## config.mk

```make
export PLATFORM = sky130hd
export DESIGN_NAME = epfc_top
export DESIGN_NICKNAME = d
export VERILOG_FILES = /design/src/logic/epfc_pkg.sv /design/src/logic/epfc_top.sv
export VERILOG_INCLUDE_DIRS = /design/src /design/src/logic
export SDC_FILE = /design/constraint.sdc
export NUM_CORES = 1
export LEC_CHECK = 0
export BUFFER_PORTS_ARGS = -buffer_cell sky130_fd_sc_hd__buf_2
export CAP_MARGIN = 15
export CORE_ASPECT_RATIO = 1.2
export CORE_MARGIN = 2
export CORE_UTILIZATION = 35
export DETAILED_ROUTE_END_ITERATION = 8
export PLACE_DENSITY_LB_ADDON = 0.3
export SLEW_MARGIN = 20
export SYNTH_ARGS = -nofsm -noshare
export SYNTH_HDL_FRONTEND = slang
export SYNTH_SLANG_ARGS = --single-unit
```

## constraint.sdc

```tcl
create_clock -name CLK_I -period 5.3 [get_ports CLK_I]
set_input_delay 0.53 -clock CLK_I [delete_from_list [all_inputs] [get_ports CLK_I]]
set_output_delay 0.53 -clock CLK_I [all_outputs]
set_load 0.005 [all_outputs]
```

## src/logic/epfc_params.svh

```systemverilog
/*
 * Constants of the counter: offsets, fields, reset values, divider taps.
 * Assumes inclusion by bare name wherever the macros are used.
 */
`ifndef EPFC_PARAMS_SVH
`define EPFC_PARAMS_SVH

// ********************
// register byte offsets
// ********************
`define EPFC_ADDR_CTRL1 8'h00
`define EPFC_ADDR_CTRL2 8'h04
`define EPFC_ADDR_CMP 8'h08
`define EPFC_ADDR_WIN 8'h0C
`define EPFC_ADDR_STATUS 8'h10

// ********************
// counter_control_first fields
// ********************
`define EPFC_C1_START_LSB 0
`define EPFC_C1_MODE_LSB 2
`define EPFC_C1_CLKSRC_BIT 4
`define EPFC_C1_INTCLK_LSB 5
`define EPFC_C1_CLEAR_BIT 7

// ********************
// counter_control_second fields
// ********************
`define EPFC_C2_NBDIS_BIT 1
`define EPFC_C2_WCLK_LSB 2
`define EPFC_C2_WEDGE_BIT 4
`define EPFC_C2_WSRC_LSB 5
`define EPFC_C2_EDGE_BIT 7

// ********************
// window register and status fields
// ********************
`define EPFC_WIN_LOW_LSB 0
`define EPFC_WIN_HIGH_LSB 4
`define EPFC_ST_OPER_BIT 0
`define EPFC_ST_OVF_BIT 1

// ********************
// codes, reset values, divider taps
// ********************
`define EPFC_START_STOP 2'h0
`define EPFC_START_RUN 2'h2
`define EPFC_WSRC_PIN 2'h0
`define EPFC_WSRC_GEN 2'h1
`define EPFC_CMP_RESET 18'h3_FFFF
`define EPFC_COUNT_MAX 18'h3_FFFF
`define EPFC_WIN_FULL 5'h10
`define EPFC_WTAP_BASE 12
`define EPFC_DIV_W 15

`endif

```

## src/logic/epfc_pkg.sv

```systemverilog
/*
 * Types of the event/pulse/frequency counter: modes, window phase states
 * and the single packed state record of the top module.
 * Assumes epfc_params.svh is on the include path.
 */
package epfc_pkg;
`include "epfc_params.svh"

    // counting modes held in counter_control_first
    typedef enum logic [1:0] {
        EPFC_MODE_OFF = 2'h0,
        EPFC_MODE_EVENT = 2'h1,
        EPFC_MODE_PULSE = 2'h2,
        EPFC_MODE_FREQ = 2'h3
    } epfc_mode_type;

    // internal window generator phases, one-hot
    typedef enum logic [2:0] {
        EPFC_WIN_IDLE = 3'b001,
        EPFC_WIN_HIGH = 3'b010,
        EPFC_WIN_LOW = 3'b100
    } epfc_win_type;

    // software-visible configuration
    typedef struct packed {
        logic [1:0] counter_start_control;
        epfc_mode_type mode;
        logic count_clock_source_select;
        logic [1:0] internal_clock_select;
        logic input_edge_select;
        logic [1:0] window_source_select;
        logic window_interrupt_edge_select;
        logic [1:0] window_clock_select;
        logic neighbour_output_pin_disable;
        logic [17:0] compare_capture_value;
        logic [3:0] window_high_setting;
        logic [3:0] window_low_setting;
    } epfc_cfg_type;

    // whole state of the top module
    typedef struct packed {
        epfc_cfg_type cfg;
        logic [17:0] count;
        logic overflow_status_flag;
        logic [`EPFC_DIV_W-1:0] div;
        logic external_count_input_q;
        logic and_q;
        logic gate_q;
        epfc_win_type win_st;
        logic [4:0] win_left;
        logic [3:0] low_lat;
        logic irq;
        logic nb_pin;
        logic [31:0] rdata;
    } epfc_state_type;
endpackage

```

## src/logic/epfc_top.sv

```systemverilog
/*
 * 18-bit up-counter with event counting, pulse width measurement and
 * frequency measurement through a window gate, plus an internal window
 * generator. Registers are reached over a plain strobe port.
 * Assumes all inputs are synchronous to CLK_I and the external pulse
 * source keeps each level for at least two clock cycles.
 */
`timescale 1ns/1ps
`include "epfc_params.svh"

// Function
// event mode counts each falling edge of the external count input.
// event mode: match with compare value interrupts and clears counter.
// external input rate stays at or below one sixteenth of clock.
// external input holds each level at least two machine cycles.
// pulse mode counts falling edges of input AND internal clock.
// window fall, or both edges, raises the interrupt in capture modes.
// software reads count while stopped then clears it.
// without clear, counting resumes from the stopped value.
// wrap from top to zero sets overflow, held until clear.
// stopping pulse mode while input high raises the interrupt.
// starting pulse mode, both edges, input high interrupts at once.
// input falling while internal clock high adds one extra count.
// frequency mode counts input edges only while window high.
// window source 00 is the pin; others are generator or neighbour.
// operating flag shows window state in frequency mode only.
// neighbour pin disable 0 routes neighbour output, 1 suppresses it.
// window phases last sixteen minus setting source periods.
// window has high and low phases from separate four-bit fields.
// generated window may start one source period late.
// low setting written during low phase applies next low phase.
// edge select 1 adds one count on each window falling edge.
// edge select 0 counts input AND window; high input gives one.
// window interrupt edge select: 0 falling, 1 both edges.
// operating flag 1 only counting in high phase, else 0.
// counter is 18 bits; overflow flag is read-only.
module epfc_top (
    input wire logic CLK_I,
    input wire logic RESET_I,
    input wire logic [7:0] ADDR_I,
    input wire logic [31:0] WDATA_I,
    input wire logic WR_I,
    input wire logic RD_I,
    output logic [31:0] RDATA_O,
    input wire logic EXTERNAL_COUNT_INPUT_I,
    input wire logic NEIGHBOUR_TIMER_OUTPUT_I,
    output logic COUNTER_INTERRUPT_O,
    output logic NEIGHBOUR_OUTPUT_PORT_PIN_O
);
    import epfc_pkg::*;

    epfc_state_type s_reg;
    epfc_state_type s_next;

    // ********************
    // combinational helpers
    // ********************
    logic running;
    logic src_clk;
    logic win_tick;
    logic gate;
    logic and_now;
    logic in_fall;
    logic in_edge;
    logic gate_rise;
    logic gate_fall;
    logic do_inc;
    logic do_clear;
    logic [17:0] inc;
    logic [`EPFC_DIV_W-1:0] div_inc;
    logic [4:0] high_len;
    logic [4:0] low_len;
    logic [31:0] rd_val;

    // ********************
    // next-state logic
    // ********************
    always_comb begin
        s_next = s_reg;
        running = (s_reg.cfg.counter_start_control == `EPFC_START_RUN);
        div_inc = s_reg.div + `EPFC_DIV_W'(1);
        s_next.div = div_inc;
        // internal source clock is a divider tap chosen by software
        unique case (s_reg.cfg.internal_clock_select)
            2'h0: src_clk = s_reg.div[0];
            2'h1: src_clk = s_reg.div[2];
            2'h2: src_clk = s_reg.div[6];
            2'h3: src_clk = s_reg.div[10];
        endcase
        // window source tick: 2^12, 2^13 or 2^14 clocks, code 3 as 2^14
        unique case (s_reg.cfg.window_clock_select)
            2'h0: win_tick = (div_inc[`EPFC_WTAP_BASE-1:0] == '0);
            2'h1: win_tick = (div_inc[`EPFC_WTAP_BASE:0] == '0);
            default: win_tick = (div_inc[`EPFC_WTAP_BASE+1:0] == '0);
        endcase
        high_len = `EPFC_WIN_FULL - {1'b0, s_reg.cfg.window_high_setting};
        low_len = `EPFC_WIN_FULL - {1'b0, s_reg.low_lat};
        s_next.irq = 1'b0;
        s_next.external_count_input_q = EXTERNAL_COUNT_INPUT_I;

        // internal window generator, synchronised to the divider
        if (!running) begin
            s_next.win_st = EPFC_WIN_IDLE;
        end else if (win_tick) begin
            unique case (s_reg.win_st)
                EPFC_WIN_IDLE: begin
                    // first phase waits for a divider tick
                    s_next.win_st = EPFC_WIN_HIGH;
                    s_next.win_left = high_len;
                end
                EPFC_WIN_HIGH: begin
                    if (s_reg.win_left == 5'h01) begin
                        s_next.win_st = EPFC_WIN_LOW;
                        s_next.win_left = low_len;
                    end else begin
                        s_next.win_left = s_reg.win_left - 5'h01;
                    end
                end
                EPFC_WIN_LOW: begin
                    // low length latched at phase start
                    if (s_reg.win_left == 5'h01) begin
                        s_next.win_st = EPFC_WIN_HIGH;
                        s_next.win_left = high_len;
                    end else begin
                        s_next.win_left = s_reg.win_left - 5'h01;
                    end
                end
            endcase
        end
        // low setting frozen while a low phase runs
        if (s_reg.win_st != EPFC_WIN_LOW) begin
            s_next.low_lat = s_reg.cfg.window_low_setting;
        end

        // window gate selection
        unique case (s_reg.cfg.window_source_select)
            `EPFC_WSRC_PIN: gate = EXTERNAL_COUNT_INPUT_I;
            `EPFC_WSRC_GEN: gate = (s_reg.win_st == EPFC_WIN_HIGH);
            default: gate = NEIGHBOUR_TIMER_OUTPUT_I;
        endcase
        // pulse mode: the pin itself is the window
        if (s_reg.cfg.mode == EPFC_MODE_PULSE) begin
            gate = EXTERNAL_COUNT_INPUT_I;
        end
        gate = gate && running;
        s_next.gate_q = gate;
        gate_rise = gate && !s_reg.gate_q;
        gate_fall = !gate && s_reg.gate_q;
        in_fall = !EXTERNAL_COUNT_INPUT_I && s_reg.external_count_input_q;
        in_edge = EXTERNAL_COUNT_INPUT_I != s_reg.external_count_input_q;

        // counting term per mode
        and_now = 1'b0;
        do_inc = 1'b0;
        unique case (s_reg.cfg.mode)
            EPFC_MODE_EVENT: begin
                do_inc = running && in_fall;
            end
            EPFC_MODE_PULSE: begin
                // AND with source clock; a window fall while the
                // source is high falls the AND too
                and_now = gate && src_clk;
            end
            EPFC_MODE_FREQ: begin
                if (s_reg.cfg.input_edge_select) begin
                    // input edges inside an open gate, plus one at close
                    do_inc = (gate && s_reg.gate_q && in_edge) ||
                        gate_fall;
                end else begin
                    and_now = gate && EXTERNAL_COUNT_INPUT_I;
                end
            end
            default: begin
                do_inc = 1'b0;
            end
        endcase
        s_next.and_q = and_now;
        if (s_reg.and_q && !and_now) begin
            do_inc = 1'b1;
        end

        // window interrupt in the capture modes
        if (s_reg.cfg.mode == EPFC_MODE_PULSE ||
            s_reg.cfg.mode == EPFC_MODE_FREQ) begin
            // stop or start writes move the window too
            if (gate_fall ||
                (gate_rise && s_reg.cfg.window_interrupt_edge_select)) begin
                s_next.irq = 1'b1;
            end
        end

        // software clear of counter and overflow
        do_clear = WR_I && (ADDR_I == `EPFC_ADDR_CTRL1) &&
            WDATA_I[`EPFC_C1_CLEAR_BIT];
        if (do_clear) begin
            s_next.count = '0;
            s_next.overflow_status_flag = 1'b0;
        end
        // counter advance; holds otherwise so counting resumes
        inc = s_reg.count + 18'h0_0001;
        if (do_inc) begin
            if (s_reg.cfg.mode == EPFC_MODE_EVENT &&
                inc == s_reg.cfg.compare_capture_value) begin
                s_next.count = '0;
                s_next.irq = 1'b1;
            end else begin
                s_next.count = inc;
            end
            if (s_reg.count == `EPFC_COUNT_MAX) begin
                // set beats a same-cycle clear
                s_next.overflow_status_flag = 1'b1;
            end
        end

        // neighbour output routing to its port pin
        s_next.nb_pin = !s_reg.cfg.neighbour_output_pin_disable &&
            NEIGHBOUR_TIMER_OUTPUT_I;

        // register writes
        if (WR_I) begin
            unique case (ADDR_I)
                `EPFC_ADDR_CTRL1: begin
                    s_next.cfg.counter_start_control =
                        WDATA_I[`EPFC_C1_START_LSB +: 2];
                    s_next.cfg.mode =
                        epfc_mode_type'(WDATA_I[`EPFC_C1_MODE_LSB +: 2]);
                    s_next.cfg.count_clock_source_select =
                        WDATA_I[`EPFC_C1_CLKSRC_BIT];
                    s_next.cfg.internal_clock_select =
                        WDATA_I[`EPFC_C1_INTCLK_LSB +: 2];
                end
                `EPFC_ADDR_CTRL2: begin
                    s_next.cfg.input_edge_select = WDATA_I[`EPFC_C2_EDGE_BIT];
                    s_next.cfg.window_source_select =
                        WDATA_I[`EPFC_C2_WSRC_LSB +: 2];
                    s_next.cfg.window_interrupt_edge_select =
                        WDATA_I[`EPFC_C2_WEDGE_BIT];
                    s_next.cfg.window_clock_select =
                        WDATA_I[`EPFC_C2_WCLK_LSB +: 2];
                    s_next.cfg.neighbour_output_pin_disable =
                        WDATA_I[`EPFC_C2_NBDIS_BIT];
                end
                `EPFC_ADDR_CMP: begin
                    s_next.cfg.compare_capture_value = WDATA_I[17:0];
                end
                `EPFC_ADDR_WIN: begin
                    s_next.cfg.window_high_setting =
                        WDATA_I[`EPFC_WIN_HIGH_LSB +: 4];
                    s_next.cfg.window_low_setting =
                        WDATA_I[`EPFC_WIN_LOW_LSB +: 4];
                end
                default: begin
                    s_next.cfg = s_reg.cfg; // status is read-only
                end
            endcase
        end

        // read mux; answer stands one cycle after the strobe
        rd_val = '0;
        unique case (ADDR_I)
            `EPFC_ADDR_CTRL1: begin
                rd_val[`EPFC_C1_START_LSB +: 2] =
                    s_reg.cfg.counter_start_control;
                rd_val[`EPFC_C1_MODE_LSB +: 2] = s_reg.cfg.mode;
                rd_val[`EPFC_C1_CLKSRC_BIT] =
                    s_reg.cfg.count_clock_source_select;
                rd_val[`EPFC_C1_INTCLK_LSB +: 2] =
                    s_reg.cfg.internal_clock_select;
            end
            `EPFC_ADDR_CTRL2: begin
                rd_val[`EPFC_C2_EDGE_BIT] = s_reg.cfg.input_edge_select;
                rd_val[`EPFC_C2_WSRC_LSB +: 2] =
                    s_reg.cfg.window_source_select;
                rd_val[`EPFC_C2_WEDGE_BIT] =
                    s_reg.cfg.window_interrupt_edge_select;
                rd_val[`EPFC_C2_WCLK_LSB +: 2] = s_reg.cfg.window_clock_select;
                rd_val[`EPFC_C2_NBDIS_BIT] =
                    s_reg.cfg.neighbour_output_pin_disable;
            end
            `EPFC_ADDR_CMP: begin
                // event mode shows the compare value, else the count
                if (s_reg.cfg.mode == EPFC_MODE_EVENT) begin
                    rd_val[17:0] = s_reg.cfg.compare_capture_value;
                end else begin
                    rd_val[17:0] = s_reg.count;
                end
            end
            `EPFC_ADDR_WIN: begin
                rd_val[`EPFC_WIN_HIGH_LSB +: 4] = s_reg.cfg.window_high_setting;
                rd_val[`EPFC_WIN_LOW_LSB +: 4] = s_reg.cfg.window_low_setting;
            end
            `EPFC_ADDR_STATUS: begin
                rd_val[`EPFC_ST_OVF_BIT] = s_reg.overflow_status_flag;
                // gate state, frequency mode only
                rd_val[`EPFC_ST_OPER_BIT] = running &&
                    (s_reg.cfg.mode == EPFC_MODE_FREQ) && s_reg.gate_q;
            end
            default: begin
                rd_val = '0;
            end
        endcase
        s_next.rdata = RD_I ? rd_val : '0;
    end

    // ********************
    // state register
    // ********************
    always_ff @(posedge CLK_I) begin
        if (RESET_I) begin
            s_reg <= '0;
            s_reg.cfg.compare_capture_value <= `EPFC_CMP_RESET;
            s_reg.win_st <= EPFC_WIN_IDLE;
        end else begin
            s_reg <= s_next;
        end
    end

    // outputs straight from flip-flops
    assign RDATA_O = s_reg.rdata;
    assign COUNTER_INTERRUPT_O = s_reg.irq;
    assign NEIGHBOUR_OUTPUT_PORT_PIN_O = s_reg.nb_pin;
endmodule
```

==> flow_summary.json, run 1 <==
{
  "cts_resized": 0,
  "clock-root-buffer": "clkbuf_16",
  "synth_edf_count": 0,
  "cts_buffer_depth": 2,
  "die_w_um": 125,
  "cellLeakagePower_uw": 0.00243,
  "setup_viol": 0,
  "netSwitchingPower_uw": 382,
  "hp-class": "in2reg",
  "endpoint_kind": "flip-flop",
  "async_flop_share_pct": 0,
  "routed-via-count": 5528,
  "drv_cap": 0,
  "io_pins": 80,
  "final_layout_size_suffix_gt1_share_pct": 11.5,
  "worstPathMaxFanout": 25,
  "gp_congestion": 0.890,
  "worst_path_most_repeated_cell": "o211ai_1",
  "swShare_pct": 24.8,
  "via_per_inst": 5.43,
  "p_clk_share_pct": 43.1,
  "required_ns": 5.54,
  "synth_top_area_cell": "dfxtp_1",
  "cts_tree": "built",
  "routedWlPerCell_um": 16.1,
  "critPathLaunch": "s_reg[65]",
  "start_kind": "flip-flop",
  "mostFrequentLayoutCells": "nand2_1, dfxtp_1, nor2_1",
  "grtUsageTotal_pct": 17.3,
  "largest_reg_flops": 88,
  "rrSetupSlack_ns": 1.86,
  "ctsHoldBuffers": 0,
  "port_buffers": 51,
  "grt_start_max_net_pins": 58,
  "initial_core_util_pct": 35.5,
  "fin_crit_sh_pct": 64.8,
  "crit_path_top_delay_cell": "dfxtp_1",
  "yosysWarnings": 0,
  "hold_viol": 0,
  "syn_avg_cell_area_um2": 7.74,
  "crit_end": "s_reg[72]",
  "power_density_nw_per_um2": 233,
  "clk_pin_slew_ns": 0.08,
  "yosysUniqueCellTypes": 65,
  "clock_latency_ns": 0.36,
  "arrival_ns": 3.68,
  "syn_to_final_growth_pct": 6.89,
  "period_minus_slack_ns": 3.44,
  "clock_sinks": 108,
  "critPathKind": "reg2reg",
  "num_antenna_cells": 0,
  "die_h_um": 150,
  "seqPwrFrac_pct": 53.2,
  "tns_ns": 0,
  "drt-total-wl_mm": 16.4,
  "cp_cell_sequence": "ha_1 > nand3_1 > a22oi_1 > o211ai_1 > nor4b_2 > nand3b_2 > o211ai_1 > o211ai_1",
  "detail-route-antenna-nets": 0,
  "total_power_uw": 1540,
  "p_int_uw": 1160,
  "grt_setup_unrepaired": "false",
  "first_pass_iters": 5,
  "critPathMaxStageDelay_ns": 0.57,
  "finish.net_count": 847,
  "dp_hpwl_mm": 11.6,
  "layout_commonest_cell": "nand2_1",
  "htreeDepth": 3,
  "drv_slew": 0,
  "maxSlewHeadroom_pct": 33.2,
  "r2r_end": "s_reg[72]",
  "netlist_area_um2": 6190,
  "cts_setup_buffers": 0,
  "place_area_um2": 6330,
  "ir_worst_vdd_v": 0.000166,
  "grt_overflow": 0,
  "yosysSeqAreaShare_pct": 34.9,
  "worst_pin_slew_ns": 0.998,
  "fmax_mhz": 291,
  "reg2reg_from": "s_reg[65]",
  "synth_top_area_share_pct": 34.9,
  "r2r_cells": 8,
  "status": "completed",
  "p_comb_share_pct": 3.8,
  "synth-main-ff-cell": "dfxtp_1",
  "synthesis.instances": 800,
  "antenna_found_initial": 0,
  "rows": 53,
  "fillCellCount": 1863,
  "grt_pass1_vias": 5116,
  "finalClockSkew_ns": 0.0131,
  "drc": 0,
  "drtIter0Drc": 523,
  "synth_seq_cells": 108,
  "core_um2": 17400,
  "dieArea_um2": 18800,
  "final_area_um2": 6620,
  "cts_buffers": 9,
  "grt_pass1_wl_mm": 26.5,
  "ys_top_cells_by_area": "dfxtp_1, nand2_1, nand3_1, buf_4, nor2_1"
}
==> worst max-delay path, delay by kind of cell (launching register included) <==
kind	cells	cell delay, ns
compound gates	4	1.19
simple gates	3	1.13
flops	1	0.57
fa+ha+maj	1	0.41
==> cell families (layout without fill, tap and decap cells) <==
kind of cell    after synthesis  in the layout  share of synthesized area, %
other cells                   1             14                        0.0606
compound gates              152            152                          16.9
fa+ha+maj                     7              7                          1.41
buf+inv                     100             85                          8.69
flops                       108            108                          34.9
xor+xnor                     38             38                          5.38
mux                          15             15                          2.63
simple gates                379            379                          30.0
==> through the flow <==
step	utilization (%)	setup WS, ns	hold slack (ns)	cells
after CTS	37.9	1.91	0.366	1018
final	37.9	1.86	0.375	1018
after floorplan	-	2.93	0.420	813
after detailed placement	36.3	1.91	0.464	1003
after global routing	37.9	1.64	0.385	1018
after global placement	36.3	1.91	0.459	1003
==> metal layers <==
metal	track usage, %	share of wire [%]
met2	30.6	51
met3	3.07	3.6
met1	21.6	44
met4	5.28	1.6
met5	0	0
==> worst min path at each step <==
stage / startpoint / end / slack (ns) / cells past startpoint
detailed placement: s_reg[35] / s_reg[35] / 0.46 / 2
floorplan: s_reg[109] / NEIGHBOUR_OUTPUT_PORT_PIN_O / 0.42 / 1
finish: WDATA_I[10] / s_reg[101] / 0.38 / 3
global placement: s_reg[35] / s_reg[35] / 0.46 / 2
global route: WDATA_I[17] / s_reg[108] / 0.39 / 3
CTS: WDATA_I[17] / s_reg[108] / 0.37 / 3
==> power groups by stage <==
stage	combinational, uW	clock (uW)	sequential [uW]
after floorplan	42.7	0	836
after global placement	57.8	0	839
after detailed placement	58.0	0	839
after CTS	58.2	687	820
after global routing	64.8	715	822
final	58.3	664	820
==> synthesized netlist by cell type (3+ instances only) <==
cell,count
o31ai_1,3
inv_1,13
a31oi_1,10
and2_1,6
nand2_1,143
and4_1,5
xor2_1,15
a22oi_1,5
a21oi_1,45
clkbuf_1,32
o211ai_1,11
o21ai_0,17
buf_2,16
nand2b_1,5
or3_1,5
nor2_1,75
nor2b_1,13
a211oi_1,5
a222oi_1,7
nand4_1,7
nand3_1,62
and3_1,10
nor3b_1,3
buf_4,38
o2111ai_1,22
nor3_1,17
o21ai_1,3
dfxtp_1,108
mux2i_1,14
o22ai_1,5
ha_1,7
a21boi_0,3
nor4_1,8
nand4_4,3
xnor2_1,23
==> area by class of cell <==
type | instances | area (um^2) | area share (%)
clock buffer | 9 | 225 | 3.40
clock inverter | 6 | 61.3 | 0.926
inverter | 14 | 52.6 | 0.794
multi-input combinational | 605 | 3550 | 53.6
sequential | 108 | 2160 | 32.7
tap | 220 | 275 | 4.16
timing repair buffer | 56 | 293 | 4.42
No activity file was read; power rests on OpenSTA's default activity.
==> inputs of run 2 (changes only) <==
==> constraint.sdc (replaced) <==
create_clock -name CLK_I -period 3.35 [get_ports CLK_I]
set_input_delay 0.335 -clock CLK_I [delete_from_list [all_inputs] [get_ports CLK_I]]
set_output_delay 0.335 -clock CLK_I [all_outputs]
set_load 0.005 [all_outputs]
==> run 2 against run 1 <==
Hold slack worse by 0.19 ns. Global-route usage is 0.066 points higher. Flip-flop and latch count stayed put. First-iteration DRC count is 19% lower. Total power is 57% higher. Via count is 0.99% higher. Non-clock buffer count is 13 higher. Critical endpoint is now s_reg[68]. Setup slack worse by 1.5 ns.
==> flow_summary.json, run 2 (synthesis results as in run 1) <==
{
  "die_h_um": 150,
  "swShare_pct": 23.7,
  "worstPathMaxFanout": 11,
  "drtIter0Drc": 423,
  "layout_commonest_cell": "nand2_1",
  "io_pins": 80,
  "grt_start_max_net_pins": 58,
  "routedWlPerCell_um": 15.9,
  "grt_setup_unrepaired": "false",
  "core_um2": 17400,
  "critPathKind": "reg2reg",
  "clock_sinks": 108,
  "cts_buffers": 9,
  "setup_viol": 0,
  "p_int_uw": 1850,
  "arrival_ns": 3.24,
  "hold_viol": 0,
  "pre_cts_ws_ns": 0.355,
  "rows": 53,
  "status": "completed",
  "clk_pin_slew_ns": 0.07,
  "layout.cells.non_filler": 1032,
  "grt_pass1_vias": 5250,
  "routed-via-count": 5583,
  "power_density_nw_per_um2": 361,
  "drv_slew": 0,
  "hp-class": "in2reg",
  "clock-root-buffer": "clkbuf_16",
  "mostFrequentLayoutCells": "nand2_1, dfxtp_1, nor2_1",
  "gp_congestion": 0.858,
  "fillCellCount": 1834,
  "ctsHoldBuffers": 0,
  "seqPwrFrac_pct": 53.5,
  "tns_ns": 0,
  "cts_buffer_depth": 2,
  "utilization_pct": 38.5,
  "multi_input_area_um2": 3550,
  "drv_cap": 0,
  "syn_to_final_growth_pct": 8.39,
  "seq_area_um2": 2160,
  "start_kind": "flip-flop",
  "clock_latency_ns": 0.36,
  "total_power_uw": 2420,
  "setup_slack_ns": 0.335,
  "htreeDepth": 3,
  "drt-total-wl_mm": 16.5,
  "largest_reg_flops": 88,
  "maxSlewHeadroom_pct": 48.1,
  "netSwitchingPower_uw": 576,
  "initial_core_util_pct": 35.5,
  "detail-route-antenna-nets": 0,
  "drc": 0,
  "finalClockSkew_ns": 0.0131,
  "p_comb_share_pct": 3.8,
  "cts_resized": 0,
  "period_minus_slack_ns": 3.01,
  "grt_pass1_wl_mm": 26.5,
  "cts_tree": "built",
  "required_ns": 3.57,
  "antenna_found_initial": 0,
  "p_clk_share_pct": 42.7,
  "num_antenna_cells": 0,
  "fin_crit_sh_pct": 90.0,
  "grtUsageTotal_pct": 17.4,
  "via_per_inst": 5.41,
  "final_layout_size_suffix_gt1_share_pct": 12.9,
  "ir_worst_vdd_v": 0.000294,
  "grt_overflow": 0,
  "port_buffers": 51,
  "cellLeakagePower_uw": 0.00250,
  "dp_cells": 1016,
  "fmax_mhz": 332,
  "die_w_um": 125,
  "finish.net_count": 860,
  "dieArea_um2": 18800,
  "first_pass_iters": 5,
  "dp_hpwl_mm": 12.1,
  "endpoint_kind": "flip-flop",
  "cts_setup_buffers": 0,
  "worst_pin_slew_ns": 0.777
}
==> run 2: worst max-delay path: stages, from the launching register on <==
cell,delay [ns]
dfxtp_1,0.47
ha_1,0.41
nand3_1,0.34
a22oi_1,0.31
o211ai_1,0.15
nor4b_2,0.35
nand3b_2,0.28
o211ai_1,0.43
o211ai_1,0.15
==> run 2: per-stage QoR <==
stage / instance area, um^2 / hold slack [ns]
floorplan: 6240 / 0.420
global placement: 6430 / 0.468
detailed placement: 6430 / 0.468
CTS: 6710 / 0.180
global route: 6710 / 0.198
finish: 6710 / 0.186
==> run 2: power groups by stage <==
stage / Clock, uW / Combinational, uW / Sequential, uW
floorplan: 0 / 67.5 / 1320
global placement: 0 / 92.0 / 1330
detailed placement: 0 / 92.1 / 1330
CTS: 1070 / 92.3 / 1300
global route: 1110 / 103 / 1300
finish: 1030 / 92.8 / 1300
==> run 2: layout make-up <==
cell class,instances,area share [%]
tap,220,4.10
timing repair buffer,69,5.82
sequential,108,32.2
inverter,14,0.783
clock buffer,10,3.56
multi-input combinational,605,52.8
clock inverter,6,0.671
==> run 2: metal layers <==
layer | up-vias | part of all wire, % | global-route usage (%)
met1 | 2645 | 44 | 20.9
met3 | 25 | 3.3 | 3.61
met4 | 0 | 2.2 | 4.83
li1 | 2802 | - | -
met2 | 111 | 51 | 31.5
met5 | - | 0 | 0
==> run 2: final timing paths <==
| kind | start | endpoint | slack (ns) | cells past startpoint |
|---|---|---|---|---|
| setup / recovery | s_reg[66] | s_reg[68] | 0.34 | 8 |
| hold reg to reg | s_reg[85] | s_reg[85] | 0.48 | 2 |
| hold / removal | WDATA_I[13] | s_reg[104] | 0.19 | 3 |
| setup reg to reg | s_reg[66] | s_reg[68] | 0.34 | 8 |
==> inputs of run 3 (changes only) <==
--- a/config.mk
+++ b/config.mk
@@ -6,13 +6,15 @@
 export SDC_FILE = /design/constraint.sdc
 export NUM_CORES = 1
 export LEC_CHECK = 0
+export ABC_CLOCK_PERIOD_IN_PS = 3350
 export BUFFER_PORTS_ARGS = -buffer_cell sky130_fd_sc_hd__buf_2
 export CAP_MARGIN = 15
 export CORE_ASPECT_RATIO = 1.2
 export CORE_MARGIN = 2
 export CORE_UTILIZATION = 35
 export DETAILED_ROUTE_END_ITERATION = 8
-export PLACE_DENSITY_LB_ADDON = 0.3
+export PLACE_DENSITY = 0.63
+export SETUP_SLACK_MARGIN = 0.2
 export SLEW_MARGIN = 20
 export SYNTH_ARGS = -nofsm -noshare
 export SYNTH_HDL_FRONTEND = slang
==> run 3 against run 2 <==
Sequential share of layout area about the same. Clock skew fell by 0.0031 ns. Critical endpoint is now s_reg[75]. Global-route usage is 0.18 points lower. Clock power increased by 7%. Design area about the same. Combinational power about the same. Setup slack better by 0.29 ns. Core utilization is essentially flat. Sequential power hardly changed. First-iteration DRC count up 34%. Largest power group unchanged. Maximum frequency increased by 11%. Non-clock buffer count is 1 lower.
==> flow_summary.json, run 3 (synthesis results as in run 1) <==
{
  "required_ns": 3.64,
  "arrival_ns": 3.01,
  "hold_viol": 0,
  "seq_area_um2": 2160,
  "drtIter0Drc": 566,
  "ir_worst_vdd_v": 0.000348,
  "grt_setup_unrepaired": "false",
  "antenna_found_initial": 0,
  "period_minus_slack_ns": 2.73,
  "cp_cell_sequence": "nand3_1 > or4_1 > nor3_2 > nor4b_2 > nand3b_2 > buf_4 > o221ai_1 > a21oi_1",
  "crit_family": "simple AND/OR/NAND/NOR gates",
  "clk_pin_slew_ns": 0.07,
  "reg2reg_from": "s_reg[70]",
  "core_um2": 17400,
  "cts_buffers": 9,
  "die_w_um": 125,
  "io_pins": 80,
  "grtUsageTotal_pct": 17.2,
  "hold_end": "s_reg[106]",
  "rrSetupSlack_ns": 0.62,
  "drt-total-wl_mm": 16.1,
  "finish.net_count": 859,
  "initial_core_util_pct": 35.5,
  "hp-class": "in2reg",
  "clock_latency_ns": 0.36,
  "crit_path_top_delay_cell": "or4_1",
  "grt_pass1_vias": 5094,
  "r2r_cells": 8,
  "mostFrequentLayoutCells": "nand2_1, dfxtp_1, nor2_1",
  "cts_tree": "built",
  "cts_buffer_depth": 2,
  "syn_to_final_growth_pct": 8.43,
  "clock_sinks": 108,
  "utilization_pct": 38.5,
  "num_antenna_cells": 0,
  "critPathKind": "reg2reg",
  "routed-via-count": 5550,
  "r2r_end": "s_reg[75]",
  "final_layout_size_suffix_gt1_share_pct": 12.6,
  "cts_resized": 0,
  "crit_buf_inv": 1,
  "maxSlewHeadroom_pct": 49.7,
  "detail-route-antenna-nets": 0,
  "rows": 53,
  "drv_cap": 0,
  "status": "completed",
  "fmax_mhz": 367,
  "setup_viol": 0,
  "cts_setup_buffers": 0,
  "fin_crit_sh_pct": 81.4,
  "critPathMaxStageDelay_ns": 0.70,
  "worst_pin_slew_ns": 0.754,
  "multi_input_area_um2": 3540,
  "total_power_uw": 2490,
  "finalClockSkew_ns": 0.00997,
  "die_h_um": 150,
  "routedWlPerCell_um": 15.6,
  "gp_congestion": 0.861,
  "cellLeakagePower_uw": 0.00250,
  "port_buffers": 51,
  "via_per_inst": 5.38,
  "clock-root-buffer": "clkbuf_16",
  "drc": 0,
  "first_pass_iters": 5,
  "grt_overflow": 0,
  "tns_ns": 0,
  "dieArea_um2": 18800,
  "hold-path-cell-count": 3,
  "layout_commonest_cell": "nand2_1",
  "power_density_nw_per_um2": 371,
  "grt_pass1_wl_mm": 26.3,
  "hp-start": "WDATA_I[15]",
  "fillCellCount": 1846,
  "htreeDepth": 3,
  "drv_slew": 0,
  "grt_start_max_net_pins": 58,
  "ctsHoldBuffers": 0,
  "start_kind": "flip-flop",
  "largest_reg_flops": 88,
  "worstPathMaxFanout": 16,
  "endpoint_kind": "flip-flop",
  "dp_hpwl_mm": 11.8
}
[run 3: cell types whose count changed in the layout (fill, tap and decap cells not counted)]
cell        before  now
nor4_1           7    8
clkbuf_1         0    1
nor4_2           2    1
clkbuf_8         1    0
clkinv_2         2    1
bufinv_16        0    1
clkinvlp_4       2    1
clkinv_4         0    1
buf_4           18   17
[run 3: power by group]
part | switching (uW) | leakage (uW) | internal (uW)
sequential | 8.66 | 0.000872 | 1290
combinational | 62.9 | 0.00148 | 30.1
clock | 510 | 0.000145 | 589
[run 3: stage by stage]
stage	instance area, um^2	hold slack (ns)	setup WS (ns)	instances
finish	6710	0.186	0.625	1031
CTS	6710	0.174	0.632	1031
global placement	6410	0.459	0.653	1015
floorplan	6240	0.420	0.981	813
detailed placement	6410	0.467	0.649	1015
global route	6710	0.185	0.383	1031
[run 3: final cells by class]
| cell class | instances | area share (%) |
|---|---|---|
| well taps | 220 | 4.10 |
| clock buffers | 10 | 3.41 |
| flip-flops and latches | 108 | 32.2 |
| multi-input cells | 605 | 52.7 |
| repair buffers | 68 | 5.70 |
| inverters | 14 | 0.783 |
| clock inverters | 6 | 1.06 |
[run 3: worst min-delay path, delay by kind of cell]
family	cells	cell delay, ns
buf+inv	1	0.07
simple gates	2	0.10
[run 3: worst max path at each step]
stage / startpoint / slack (ns) / cells past startpoint / end
global route: s_reg[49] / 0.38 / 8 / s_reg[39]
detailed placement: s_reg[70] / 0.65 / 8 / s_reg[75]
global placement: s_reg[70] / 0.65 / 8 / s_reg[75]
CTS: s_reg[70] / 0.63 / 8 / s_reg[75]
finish: s_reg[70] / 0.62 / 8 / s_reg[75]
floorplan: s_reg[66] / 0.98 / 10 / s_reg[80]
[run 3: metal layers]
metal	wire length, um	part of all wire (%)	vias to the layer above	global-route usage [%]
li1	-	-	2798	-
met1	7020	44	2587	21.1
met2	7930	49	127	29.8
met3	670	4.2	38	3.97
met4	478	3.0	0	5.94
met5	0	0	-	0
